[src/verilog/uart_chan_pkg.sv]
// Constants shared by the serial channel register block and its FIFOs.
// Assumes an 8-bit host bus with three address lines per channel.
package uart_chan_pkg;
    // ==========================================================
    // Register offsets
    localparam int ADDR_W = 3;
    localparam int DATA_W = 8;
    localparam logic [2:0] ADDR_DATA = 3'h0;
    localparam logic [2:0] ADDR_IER = 3'h1;
    localparam logic [2:0] ADDR_ISR = 3'h2;
    localparam logic [2:0] ADDR_LCR = 3'h3;
    localparam logic [2:0] ADDR_MCR = 3'h4;
    localparam logic [2:0] ADDR_LSR = 3'h5;
    localparam logic [2:0] ADDR_MSR = 3'h6;
    localparam logic [2:0] ADDR_SCR = 3'h7;
    // ==========================================================
    // Field positions
    localparam int LCR_DLAB = 7;
    localparam int FCR_EN = 0;
    localparam int FCR_RX_CLR = 1;
    localparam int FCR_TX_CLR = 2;
    localparam int FCR_DMA = 3;
    localparam int FCR_TRIG_LO = 6;
    localparam int FCR_TRIG_HI = 7;
    localparam int IER_W = 4;
    localparam int IER_RXD = 0;
    localparam int IER_TXE = 1;
    localparam int IER_LSR = 2;
    localparam int IER_MSR = 3;
    localparam int MCR_W = 5;
    localparam int MCR_DTR = 0;
    localparam int MCR_RTS = 1;
    localparam int MCR_OUT1 = 2;
    localparam int MCR_INTEN = 3;
    localparam int MCR_LOOP = 4;
    localparam int LSR_DR = 0;
    localparam int LSR_OE = 1;
    localparam int LSR_THRE = 5;
    localparam int LSR_TEMT = 6;
    localparam int LSR_FERR = 7;
    // ==========================================================
    // Interrupt source codes, low nibble of int_status
    localparam logic [3:0] ISR_NONE = 4'h1;
    localparam logic [3:0] ISR_LSR = 4'h6;
    localparam logic [3:0] ISR_TMO = 4'hc;
    localparam logic [3:0] ISR_RXD = 4'h4;
    localparam logic [3:0] ISR_TXE = 4'h2;
    localparam logic [3:0] ISR_MSR = 4'h0;
    // ==========================================================
    // Buffer shapes and receive trigger levels
    localparam int FIFO_DEPTH = 16;
    localparam int CNT_W = 5;
    localparam int BUF_DEPTH = 2;
    localparam int BUF_CNT_W = 2;
    localparam int TAG_W = 3;
    localparam int RX_W = 11;
    localparam logic [4:0] TRIG_1 = 5'h01;
    localparam logic [4:0] TRIG_4 = 5'h04;
    localparam logic [4:0] TRIG_8 = 5'h08;
    localparam logic [4:0] TRIG_14 = 5'h0e;
    // ==========================================================
    // Reset values
    localparam logic [7:0] RST_BYTE = 8'h00;
    localparam logic [3:0] RST_IER = 4'h0;
    localparam logic [4:0] RST_MCR = 5'h00;
endpackage

[src/verilog/uart_fifo.sv]
// Synchronous FIFO with valid/ready on both sides and a registered head.
// Assumes DEPTH is a power of two; i_clear empties it in one edge.
`timescale 1ns/1ns
module uart_fifo #(
    parameter int WIDTH = 8,
    parameter int DEPTH = 16,
    parameter int CW = 5
) (
    input wire logic i_clk_sys,
    input wire logic i_rst_n,
    input wire logic i_clear,
    input wire logic i_valid,
    output logic o_ready,
    input wire logic [WIDTH-1:0] i_data,
    output logic o_valid,
    input wire logic i_ready,
    output logic [WIDTH-1:0] o_data,
    output logic [CW-1:0] o_count
);
    localparam int AW = $clog2(DEPTH);
    logic [WIDTH-1:0] mem [DEPTH];
    logic [AW-1:0] wr_ptr;
    logic [AW-1:0] rd_ptr;
    logic [AW-1:0] rd_next;
    logic push;
    logic pop;

    assign o_ready = (o_count != CW'(DEPTH));
    assign o_valid = (o_count != '0);
    assign push = i_valid && o_ready;
    assign pop = o_valid && i_ready;
    assign rd_next = pop ? rd_ptr + 1'b1 : rd_ptr;

    always_ff @(posedge i_clk_sys) begin
        if (!i_rst_n || i_clear) begin
            wr_ptr <= '0;
            rd_ptr <= '0;
            o_count <= '0;
        end else begin
            if (push)
                wr_ptr <= wr_ptr + 1'b1;
            rd_ptr <= rd_next;
            o_count <= o_count + CW'(push) - CW'(pop);
        end
    end

    always_ff @(posedge i_clk_sys) begin
        if (push)
            mem[wr_ptr] <= i_data;
    end

    // Head register; bypass covers a write into the slot about to be read
    always_ff @(posedge i_clk_sys) begin
        if (!i_rst_n)
            o_data <= '0;
        else if (push && (wr_ptr == rd_next))
            o_data <= i_data;
        else
            o_data <= mem[rd_next];
    end
endmodule

[src/verilog/uart_channel_register_map.sv]
// Host register block of one serial channel: map, FIFOs, interrupts.
// Assumes synchronous host strobes and an external shifter/baud block.
// Functional notes
// - Each channel has its own registers, picked by chip select and offset.
// - Offset 0, divisor latch off: read receive byte, write transmit byte.
// - Offset 1, divisor latch off: interrupt enable register, read/write.
// - Offset 2: read interrupt status, write FIFO control.
// - Offset 3: line format control, reachable in any latch state.
// - Offset 4: modem control; bit 4 loopback, bit 3 interrupt pin gate.
// - Offset 5: line status, read only.
// - Offset 6: modem status, levels in 7..4, change flags in 3..0.
// - Offset 7: scratch byte with no side effects.
// - Four enable bits mask five sources (receive bit also gates timeout); unmasked ones show in status.
// - FIFO mode receive interrupt follows level at or above trigger.
// - Status code for receive trigger clears at once; the registered interrupt pin follows one cycle later.
// - Data-ready sets when a byte enters receive FIFO, clears when empty.
// - Receive and transmit status sit in separate line status bits.
// - Line status bit 1 flags a receive overrun.
// - Line status bits 2..4 carry errors of the byte at the head.
// - Line status bit 5 flags transmit holding empty.
// - Line status bit 6 only when transmit FIFO and shifter empty.
// - Line status bit 7 when any byte in receive FIFO has an error.
// - Status bit 0 low while anything pending, high when idle.
// - FIFO control bits 7..6 pick trigger 1, 4, 8 or 14.
// - Each source clears on its own register read or data write.
// - Status reports only the highest pending source, fixed order.
`timescale 1ns/1ns
module uart_channel_register_map (
    input wire logic i_clk_sys,
    input wire logic i_rst_n,
    input wire logic i_cs_n,
    input wire logic [uart_chan_pkg::ADDR_W-1:0] i_addr,
    input wire logic i_rd_n,
    input wire logic i_wr_n,
    input wire logic [uart_chan_pkg::DATA_W-1:0] i_wdata,
    output logic [uart_chan_pkg::DATA_W-1:0] o_rdata,
    output logic o_int,
    input wire logic i_rx_valid,
    output logic o_rx_ready,
    input wire logic [uart_chan_pkg::DATA_W-1:0] i_rx_data,
    input wire logic i_rx_parity_err,
    input wire logic i_rx_frame_err,
    input wire logic i_rx_break,
    input wire logic i_rx_timeout,
    output logic o_tx_valid,
    input wire logic i_tx_ready,
    output logic [uart_chan_pkg::DATA_W-1:0] o_tx_data,
    input wire logic i_tx_shift_empty,
    input wire logic i_cts_n,
    input wire logic i_dsr_n,
    input wire logic i_ri_n,
    input wire logic i_cd_n,
    output logic o_rts_n,
    output logic o_dtr_n,
    output logic o_spare_user_output_n,
    output logic o_int_output_gate_n,
    output logic o_loopback,
    output logic o_dma_mode,
    output logic [uart_chan_pkg::DATA_W-1:0] o_line_format,
    output logic [15:0] o_divisor
);
    import uart_chan_pkg::*;

    logic rd_n_q, wr_n_q, rd_go, wr_go, dlab;
    logic [IER_W-1:0] int_enable;
    logic [7:0] line_format_control, scratch, div_lo, div_hi;
    logic [MCR_W-1:0] modem_line_control;
    logic fifo_en, dma;
    logic [1:0] trig_sel;
    logic [4:0] trig;
    logic rx_clr, tx_clr, rx_pop, rx_push, rx_in_ok, msr_rd, lsr_rd;
    logic [RX_W-1:0] rx_head;
    logic [CNT_W-1:0] rx_count, err_cnt, txf_count;
    logic [BUF_CNT_W-1:0] buf_count;
    logic [TAG_W-1:0] head_tag;
    logic overrun, head_ack, tmo_pend, tx_pend, thr_empty, thr_empty_q;
    logic thr_wr, tx_push, txf_ready, txf_valid, buf_ready, isr_rd;
    logic [7:0] txf_data, lsr_val, isr_val;
    logic [3:0] ms_in, ms_q, delta, ms_ev, code;
    logic ms_live;
    logic p_lsr, p_tmo, p_rxd, p_txe, p_msr;

    // ==========================================================
    // Host strobes: one access per falling edge of a strobe
    always_ff @(posedge i_clk_sys) begin
        if (!i_rst_n) begin
            rd_n_q <= 1'b1;
            wr_n_q <= 1'b1;
        end else begin
            rd_n_q <= i_rd_n;
            wr_n_q <= i_wr_n;
        end
    end

    assign rd_go = !i_cs_n && !i_rd_n && rd_n_q;
    assign wr_go = !i_cs_n && !i_wr_n && wr_n_q;
    assign dlab = line_format_control[LCR_DLAB];
    assign thr_wr = wr_go && (i_addr == ADDR_DATA) && !dlab;
    assign rx_pop = rd_go && (i_addr == ADDR_DATA) && !dlab;
    assign isr_rd = rd_go && (i_addr == ADDR_ISR);
    assign lsr_rd = rd_go && (i_addr == ADDR_LSR);
    assign msr_rd = rd_go && (i_addr == ADDR_MSR);

    // ==========================================================
    // Configuration registers
    always_ff @(posedge i_clk_sys) begin
        if (!i_rst_n) begin
            int_enable <= RST_IER;
            line_format_control <= RST_BYTE;
            modem_line_control <= RST_MCR;
            scratch <= RST_BYTE;
            div_lo <= RST_BYTE;
            div_hi <= RST_BYTE;
            fifo_en <= 1'b0;
            dma <= 1'b0;
            trig_sel <= 2'h0;
        end else if (wr_go) begin
            unique case (i_addr)
                ADDR_DATA: if (dlab) div_lo <= i_wdata;
                ADDR_IER: begin
                    if (dlab)
                        div_hi <= i_wdata;
                    else
                        int_enable <= i_wdata[IER_W-1:0];
                end
                ADDR_ISR: begin
                    // Other fields take effect only with the enable bit set
                    fifo_en <= i_wdata[FCR_EN];
                    if (i_wdata[FCR_EN]) begin
                        trig_sel <= i_wdata[FCR_TRIG_HI:FCR_TRIG_LO];
                        dma <= i_wdata[FCR_DMA];
                    end
                end
                ADDR_LCR: line_format_control <= i_wdata;
                ADDR_MCR: modem_line_control <= i_wdata[MCR_W-1:0];
                ADDR_SCR: scratch <= i_wdata;
                default: ;
            endcase
        end
    end

    // Toggling the enable also flushes, so no byte changes mode midway
    assign rx_clr = wr_go && (i_addr == ADDR_ISR)
        && ((fifo_en != i_wdata[FCR_EN])
        || (i_wdata[FCR_EN] && i_wdata[FCR_RX_CLR]));
    assign tx_clr = wr_go && (i_addr == ADDR_ISR)
        && ((fifo_en != i_wdata[FCR_EN])
        || (i_wdata[FCR_EN] && i_wdata[FCR_TX_CLR]));

    always_comb begin
        trig = TRIG_1;
        if (fifo_en) begin
            unique case (trig_sel)
                2'h0: trig = TRIG_1;
                2'h1: trig = TRIG_4;
                2'h2: trig = TRIG_8;
                2'h3: trig = TRIG_14;
            endcase
        end
    end

    // ==========================================================
    // Receive path
    // Without FIFOs the holding position is the only slot
    assign rx_in_ok = fifo_en ? (rx_count != CNT_W'(FIFO_DEPTH))
        : (rx_count == '0);
    assign o_rx_ready = rx_in_ok;
    assign rx_push = i_rx_valid && rx_in_ok;

    uart_fifo #(.WIDTH(RX_W), .DEPTH(FIFO_DEPTH), .CW(CNT_W)) u_rx_fifo (
        .i_clk_sys(i_clk_sys),
        .i_rst_n(i_rst_n),
        .i_clear(rx_clr),
        .i_valid(rx_push),
        .o_ready(),
        .i_data({i_rx_break, i_rx_frame_err, i_rx_parity_err, i_rx_data}),
        .o_valid(),
        .i_ready(rx_pop),
        .o_data(rx_head),
        .o_count(rx_count)
    );

    assign head_tag = (rx_count != '0) ? rx_head[RX_W-1:DATA_W]
        : '0;

    // Source cannot stall a shifter: a refused byte is an overrun
    always_ff @(posedge i_clk_sys) begin
        if (!i_rst_n)
            overrun <= 1'b0;
        else
            overrun <= (overrun && !lsr_rd)
                || (i_rx_valid && !rx_in_ok);
    end

    always_ff @(posedge i_clk_sys) begin
        if (!i_rst_n || rx_clr)
            err_cnt <= '0;
        else
            err_cnt <= err_cnt
                + CNT_W'(rx_push && (i_rx_break || i_rx_frame_err
                || i_rx_parity_err))
                - CNT_W'(rx_pop && (head_tag != '0));
    end

    // Head errors raise the line interrupt until line status is read
    always_ff @(posedge i_clk_sys) begin
        if (!i_rst_n || rx_pop)
            head_ack <= 1'b0;
        else if (lsr_rd)
            head_ack <= 1'b1;
    end

    always_ff @(posedge i_clk_sys) begin
        if (!i_rst_n)
            tmo_pend <= 1'b0;
        else
            tmo_pend <= (tmo_pend && !rx_pop)
                || (i_rx_timeout && (rx_count != '0));
    end

    // ==========================================================
    // Transmit path: FIFO, then a two-entry buffer toward the shifter
    assign txf_ready = (txf_count != CNT_W'(FIFO_DEPTH));
    assign thr_empty = (txf_count == '0) && (buf_count == '0);
    assign tx_push = thr_wr && (fifo_en ? txf_ready : thr_empty);

    uart_fifo #(.WIDTH(DATA_W), .DEPTH(FIFO_DEPTH), .CW(CNT_W)) u_tx_fifo (
        .i_clk_sys(i_clk_sys),
        .i_rst_n(i_rst_n),
        .i_clear(tx_clr),
        .i_valid(tx_push),
        .o_ready(),
        .i_data(i_wdata),
        .o_valid(txf_valid),
        .i_ready(buf_ready),
        .o_data(txf_data),
        .o_count(txf_count)
    );

    uart_fifo #(.WIDTH(DATA_W), .DEPTH(BUF_DEPTH), .CW(BUF_CNT_W)) u_tx_buf (
        .i_clk_sys(i_clk_sys),
        .i_rst_n(i_rst_n),
        .i_clear(tx_clr),
        .i_valid(txf_valid),
        .o_ready(buf_ready),
        .i_data(txf_data),
        .o_valid(o_tx_valid),
        .i_ready(i_tx_ready),
        .o_data(o_tx_data),
        .o_count(buf_count)
    );

    // Set wins over clear; enabling while empty also raises it
    always_ff @(posedge i_clk_sys) begin
        if (!i_rst_n) begin
            thr_empty_q <= 1'b1;
            tx_pend <= 1'b0;
        end else begin
            thr_empty_q <= thr_empty;
            tx_pend <= (tx_pend && !thr_wr
                && !(isr_rd && code == ISR_TXE))
                || (thr_empty && !thr_empty_q)
                || (wr_go && i_addr == ADDR_IER && !dlab
                && i_wdata[IER_TXE] && !int_enable[IER_TXE] && thr_empty);
        end
    end

    // ==========================================================
    // Modem status: loopback feeds back the control bits
    assign ms_in = modem_line_control[MCR_LOOP]
        ? {modem_line_control[MCR_INTEN], modem_line_control[MCR_OUT1], modem_line_control[MCR_DTR], modem_line_control[MCR_RTS]}
        : ~{i_cd_n, i_ri_n, i_dsr_n, i_cts_n};
    // Ring flags its trailing edge only; first cycle after reset is quiet
    assign ms_ev = ms_live ? {ms_in[3] ^ ms_q[3], ms_q[2] && !ms_in[2],
        ms_in[1] ^ ms_q[1], ms_in[0] ^ ms_q[0]} : 4'h0;

    always_ff @(posedge i_clk_sys) begin
        if (!i_rst_n) begin
            ms_q <= 4'h0;
            ms_live <= 1'b0;
            delta <= 4'h0;
        end else begin
            ms_q <= ms_in;
            ms_live <= 1'b1;
            delta <= (msr_rd ? 4'h0 : delta) | ms_ev;
        end
    end

    // ==========================================================
    // Interrupt sources, masking and priority
    assign p_lsr = int_enable[IER_LSR]
        && (overrun || (head_tag != '0 && !head_ack));
    assign p_tmo = int_enable[IER_RXD] && tmo_pend;
    assign p_rxd = int_enable[IER_RXD] && (rx_count >= trig);
    assign p_txe = int_enable[IER_TXE] && tx_pend;
    assign p_msr = int_enable[IER_MSR] && (delta != 4'h0);

    always_comb begin
        if (p_lsr)
            code = ISR_LSR;
        else if (p_tmo)
            code = ISR_TMO;
        else if (p_rxd)
            code = ISR_RXD;
        else if (p_txe)
            code = ISR_TXE;
        else if (p_msr)
            code = ISR_MSR;
        else
            code = ISR_NONE;
    end

    assign isr_val = {{2{fifo_en}}, 2'h0, code};
    assign lsr_val = {err_cnt != '0, thr_empty && i_tx_shift_empty,
        thr_empty, head_tag, overrun, rx_count != '0};

    always_ff @(posedge i_clk_sys) begin
        if (!i_rst_n)
            o_int <= 1'b0;
        else
            o_int <= modem_line_control[MCR_INTEN] && (code != ISR_NONE);
    end

    // ==========================================================
    // Read data, captured on the strobe's first cycle
    always_ff @(posedge i_clk_sys) begin
        if (!i_rst_n)
            o_rdata <= RST_BYTE;
        else if (rd_go) begin
            unique case (i_addr)
                ADDR_DATA: o_rdata <= dlab ? div_lo
                    : rx_head[DATA_W-1:0];
                ADDR_IER: o_rdata <= dlab ? div_hi
                    : {4'h0, int_enable};
                ADDR_ISR: o_rdata <= isr_val;
                ADDR_LCR: o_rdata <= line_format_control;
                ADDR_MCR: o_rdata <= {3'h0, modem_line_control};
                ADDR_LSR: o_rdata <= lsr_val;
                ADDR_MSR: o_rdata <= {ms_in, delta};
                ADDR_SCR: o_rdata <= scratch;
            endcase
        end
    end

    // ==========================================================
    // Pin-facing controls; RTS and DTR outputs drop during loopback
    assign o_rts_n = !(modem_line_control[MCR_RTS] && !modem_line_control[MCR_LOOP]);
    assign o_dtr_n = !(modem_line_control[MCR_DTR] && !modem_line_control[MCR_LOOP]);
    assign o_spare_user_output_n = !modem_line_control[MCR_OUT1];
    assign o_int_output_gate_n = !modem_line_control[MCR_INTEN];
    assign o_loopback = modem_line_control[MCR_LOOP];
    assign o_dma_mode = dma;
    assign o_line_format = line_format_control;
    assign o_divisor = {div_hi, div_lo};
endmodule

[config.mk]
export PLATFORM = sky130hd
export DESIGN_NAME = uart_channel_register_map
export DESIGN_NICKNAME = d
export VERILOG_FILES = /design/src/verilog/uart_chan_pkg.sv /design/src/verilog/uart_fifo.sv /design/src/verilog/uart_channel_register_map.sv
export SDC_FILE = /design/constraint.sdc
export NUM_CORES = 1
export LEC_CHECK = 0
export BUFFER_PORTS_ARGS = -buffer_cell sky130_fd_sc_hd__clkbuf_2
export CORE_ASPECT_RATIO = 0.75
export CORE_UTILIZATION = 34
export CTS_CLUSTER_DIAMETER = 30
export DETAILED_ROUTE_END_ITERATION = 16
export PLACE_DENSITY = 0.47
export SKIP_CTS_REPAIR_TIMING = 1
export SYNTH_ARGS = -nofsm -noshare
export SYNTH_HDL_FRONTEND = slang
export SYNTH_SLANG_ARGS = --single-unit
[constraint.sdc]
create_clock -name i_clk_sys -period 5.6 [get_ports i_clk_sys]
set_input_delay 1.68 -clock i_clk_sys [delete_from_list [all_inputs] [get_ports i_clk_sys]]
set_output_delay 1.68 -clock i_clk_sys [all_outputs]
set_load 0.02 [all_outputs]
# After elaboration in Yosys (flattened, before gate mapping)
# Memory sizes are Yosys's and may differ from the RTL's. A register that Yosys moved wholly into a read port is not among the register bits.
# Cells that the tools add are included.
# word_totals
memories,3
register_bits,105
ram_bits,320
word_cells,200
inputBits,35
output_inout_bits,49
# memory_table
memory,depth,width,rd,rd_clocked_by_memory_dff,wr,line_no,text
u_rx_fifo.mem,16,11,1,1,1,uart_fifo.sv:21,logic [WIDTH-1:0] mem [DEPTH];
u_tx_fifo.mem,16,8,1,1,1,uart_fifo.sv:21,
u_tx_buf.mem,2,8,1,1,1,uart_fifo.sv:21,
# classes
n_reduce_logical,103
add_sub_neg,14
n_eq_ne,16
magnitude_cmp,1
bitwise_logic,6
n_mux,26
# ops
cell,count
8-bit case mux with 8 select lines,1
1-bit logical AND,50
4-bit 2-to-1 mux,7
1-bit zero test,22
5-bit case mux with 4 select lines,1
4-bit by 1-bit adder with 4-bit output (second input constant),4
8-bit 2-to-1 mux,2
5-bit by 1-bit adder with 5-bit output,3
5-bit nonzero test,3
5-bit by 1-bit subtractor with 5-bit output,3
3-bit equality test (second input constant),4
1-bit logical OR,12
3-bit AND reduction,4
1-bit 2-to-1 mux,11
5-bit zero test,2
5-bit != test (second input constant),2
2-bit AND reduction,4
3-bit by 2-bit equality test with 1-bit output (second input constant),2
3-bit 2-to-1 mux,2
5-bit >= comparator,1
5-bit 2-to-1 mux,1
2-bit equality test (second input constant),2
4-bit by 2-bit equality test with 1-bit output (second input constant),1
2-bit zero test,2
17 further kinds,20

# Logic depth before layout (Yosys ltp)
# depth
depth_word,14
mapped_depth,18
depth_no_buf,17

# By module
# A second synthesis with hierarchy kept.
# unflattened
hier_cells,1629
hier_area_um2,21988.6
# by_module_without_submodules
mod,area_each_um2,seq_area_each_um2,cells_each,instances
uart_fifo at u_rx_fifo,9596.7,5765.5,631,1
uart_fifo at u_tx_fifo,7344.5,4264.1,488,1
uart_channel_register_map,3873.7,1501.4,424,1
uart_fifo at u_tx_buf,1173.6,720.7,86,1

# Worst setup path after synthesis
# No wires, ideal clock.
# synth_timing
path_kind,input -> register
from,input port i_addr[0] (netlist name)
to,register u_rx_fifo.o_data[0] (read register of u_rx_fifo.mem)
n_path_buf,2
arrival_time_ps,3884
cell_stages,10
setup_time_ps,57
required_ps,5543
slack_ps,1659
cell_sequence,buf_2 nor4_4 nand3_2 xor2_1 xnor2_1 nand2_1 or4_1 nor2_1 buf_4 a21o_1
# synth_between
elab_chain_len,5
# synth_rtl
item,line_no,text
start: declaration,uart_channel_register_map.sv:32,"input wire logic [uart_chan_pkg::ADDR_W-1:0] i_addr,"
3-bit zero test,uart_channel_register_map.sv:99,assign rx_pop = rd_go && (i_addr == ADDR_DATA) && !dlab;
1-bit logical AND (2 in series),uart_channel_register_map.sv:99,
1-bit logical AND,uart_fifo.sv:31,assign pop = o_valid && i_ready;
4-bit 2-to-1 mux,uart_fifo.sv:32,assign rd_next = pop ? rd_ptr + 1'b1 : rd_ptr;
end: declaration,uart_fifo.sv:17,"output logic [WIDTH-1:0] o_data,"
# Every way passes these cells.
# A chain may end at the register's enable or synchronous reset.

# Final worst setup path
# layout_timing
from,input port i_addr[2] (netlist name)
to,memory u_tx_fifo.mem[20][7] (netlist: u_tx_fifo.mem[10][7]) (enable)
# layout_between
elab_chain_len,7
# layout_rtl
item,line_no,text
3-bit zero test,uart_channel_register_map.sv:98,assign thr_wr = wr_go && (i_addr == ADDR_DATA) && !dlab;
1-bit logical AND (2 in series),uart_channel_register_map.sv:98,
1-bit logical AND,uart_channel_register_map.sv:225,assign tx_push = thr_wr && (fifo_en ? txf_ready : thr_empty);
1-bit logical AND,uart_fifo.sv:30,assign push = i_valid && o_ready;
net u_tx_fifo.push,uart_fifo.sv:25,logic push;
1-bit 2-to-1 mux,uart_fifo.sv:48,if (push)
1-bit 2-to-1 mux (not written as such),uart_fifo.sv:49,mem[wr_ptr] <= i_data;
end: declaration,uart_fifo.sv:21,
# The timed path passes the listed nets, and every way through them passes these cells.

==> flow_summary_export.csv <==
group,metric,value,unit
outcome,status,"completed",
yosys,synthArstFlopShare,0,%
grt,grt_pass1_vias,12470,
sta,finalCriticalPeriod,4.252,ns
clocking,cts_sinks,452,
yosys,netlist_top_cells_area,"edfxtp_1 (51%), dfxtp_1 (14%), mux2i_1 (5.0%)",
sta,timing.slew.headroom,17.74,%
power_and_ir_drop,peakVddDrop,0.3082,mV
clocking,cts_buffer_depth,3,
yosys,synth_edf_count,320,
die,die_area,56880,µm²
yosys,yosysWarnings,0,
route,drt_pass1_iterations,5,
die,die_h,206.8,µm
die,start_util,34.69,%
layout,final_cell_mix,"edfxtp_1 (320), nand2_1 (219), nor2_1 (143)",
sta,drv_slew,0,
layout,final_common_cell,"edfxtp_1",
route,routed_wl,51650,µm
sta,fmax,0.2352,GHz
sta,hold_viol_final,0,
sta,fin_skew,0.03213,ns
setup_path,worstSetupStartpointType,"input port",
place,post-place-cells,2281,
sta,setup_tns,0,ns
sta,final-setup-viol-count,0,
route,viasPerCell,5.106,
grt,antenna_found_initial,0,
yosys,synth_cell_types,73,
grt,grt_start_max_net_pins,90,
yosys,synth_cells,1520,
layout,area_growth,24.30,%
route,vias,12576,
yosys,netlist_area,19010,µm²
grt,track_usage,18.58,%
run,maxCapViolations,0,
die,die_w,275.1,µm
clocking,cts-root-buf,"clkbuf_16",
power_and_ir_drop,power.density,506.6,nW/µm²
setup_path,endpoint_kind,"register",
route,drt_first_iter_violations,1025,
die,fp.coreArea,54810,µm²
clocking,clk_latency,0.63,ns
place,post_dp_cell_area,20370,µm²
grt,grt_pass1_wl,78430,µm
route,antenna_left,0,
yosys,synth_nets,1592,
setup_path,crit_required,5.84,ns
yosys,syn_area_per_cell,12.51,µm²
sta,rsz0062_at_grt,"false",
clocking,numCtsBuffers,97,
setup_path,crit_type,"in2reg",
yosys,yosys.area.top_type,"edfxtp_1",
layout,drive_above_1_share,18.90,%
layout,fin_area,23630,µm²
layout,final_cell_count_no_fill,2463,
clocking,h-tree-depth,3,
layout,fin_nets,1730,
power_and_ir_drop,finalPower,11.97,mW
grt,overflow,0,
clocking,path_clk_slew,0.04,ns
route,routedWlPerCell,20.97,µm
die,io-pin-count,84,
hold_path,hp-class,"reg2reg",
sta,fin_crit_sh,75.93,%
layout,fillers,5098,
yosys,synthFlopType,"edfxtp_1",
setup_path,arrival,4.49,ns
sta,fin_hold_ws,0.4633,ns
clocking,cts_tree,"yes",
route,route.detailed.drc,0,
power_and_ir_drop,cellLeakagePower,8.965,nW
layout,antenna_cells,0,
setup_path,crit_fanout,22,
place,gp_congestion,0.8190,
yosys,synth_top_cell_area_share,50.54,%
yosys,ys_ff_latch,452,
place,hpwlAfterDp,32600,µm
sta,tightest_slew,1.229,ns
place,io_buffers,83,
die,rows,74,
yosys,synth_seq_area_share,64.44,%
## final timing paths
kind / from / endpoint / slack [ns] / depth (start not counted)
setup / recovery: i_addr[2] / u_tx_fifo.mem[10][7]$_DFFE_PP_ / 1.35 / 6
hold reg to reg: o_rdata[4]$_SDFFE_PN0P_ / o_rdata[4]$_SDFFE_PN0P_ / 0.46 / 2
setup reg to reg: u_tx_fifo.o_count[2]$_SDFF_PP0_ / u_tx_fifo.o_data[3]$_SDFF_PN0_ / 1.84 / 10
hold / removal: o_rdata[4]$_SDFFE_PN0P_ / o_rdata[4]$_SDFFE_PN0P_ / 0.46 / 2
## Yosys cell counts, types with 14 or more instances
cell type / count
edfxtp_1: 320
nand2_1: 219
nor2_1: 144
dfxtp_1: 132
mux2i_1: 95
nand3_1: 67
clkbuf_1: 60
a21oi_1: 53
inv_1: 42
ha_1: 34
nand4_1: 30
o21ai_0: 24
o221ai_1: 21
xor2_1: 21
a21o_1: 16
a31oi_1: 16
mux4_1: 15
xnor2_1: 14
## layer usage
metal / part of all wire, % / global-route usage, % / wire length [µm] / vias to the layer above
met5: 0 / 0 / 0 / -
met1: 49 / 27.80 / 25250 / 6201
met3: 5.9 / 3.933 / 3059 / 67
met2: 43 / 26.90 / 22380 / 356
li1: - / - / - / 5952
met4: 1.9 / 5.268 / 956 / 0
## power by group
part	internal, mW	switching, mW	leakage [nW]
Clock	3.70	1.86	1.60
Sequential	3.88	0.157	3.97
Combinational	0.972	1.41	3.39
## final cells by class
class                   instances  area, µm²  share of cell area [%]
clock buffers                 119       2654                   11.23
multi-input cells             938       6286                   26.60
flip-flops and latches        452      12250                   51.84
repair buffers                125      755.7                   3.198
clock inverters                63      611.8                   2.589
well taps                     722      903.4                   3.823
inverters                      44      170.2                  0.7200
## through the flow
stage,setup slack [ns],utilization (%)
2_1_floorplan,1.659,-
3_3_place_gp,0.7959,37.16
3_5_place_dp,0.6609,37.16
4_1_cts,1.333,43.12
5_1_grt,1.068,43.12
6_report,1.348,43.12
## registers in the layout (all words and copies together) (netlist names), 5 cells and up
signal              cells
err_cnt                 5
div_lo                  8
u_rx_fifo.o_count       5
u_tx_buf.o_data         8
u_tx_fifo.o_count       5
u_tx_buf.mem           16
u_tx_fifo.o_data        8
u_tx_fifo.mem         128
scratch                 8
div_hi                  8
o_line_format           8
u_rx_fifo.o_data       11
o_rdata                 8
u_rx_fifo.mem         176
modem_line_control      5
## worst max-delay path, cell delays in order
cell	delay, ns
clkbuf_2	0.29
nor4_4	0.49
nand2_1	0.20
a211oi_2	0.80
nand2_1	0.35
nor2_1	0.67
## logic make-up (layout without fill, tap and decap cells)
| group | after synthesis | count (layout) | synth area share (%) |
|---|---|---|---|
| compound gates | 216 | 216 | 7.911 |
| fa+ha+maj | 37 | 37 | 2.553 |
| xor+xnor | 40 | 40 | 2.099 |
| buf+inv | 130 | 351 | 2.922 |
| mux | 119 | 119 | 7.680 |
| simple gates | 526 | 526 | 12.39 |
| flops | 452 | 452 | 64.44 |
Note: power is estimated with default switching activity, not from simulation.
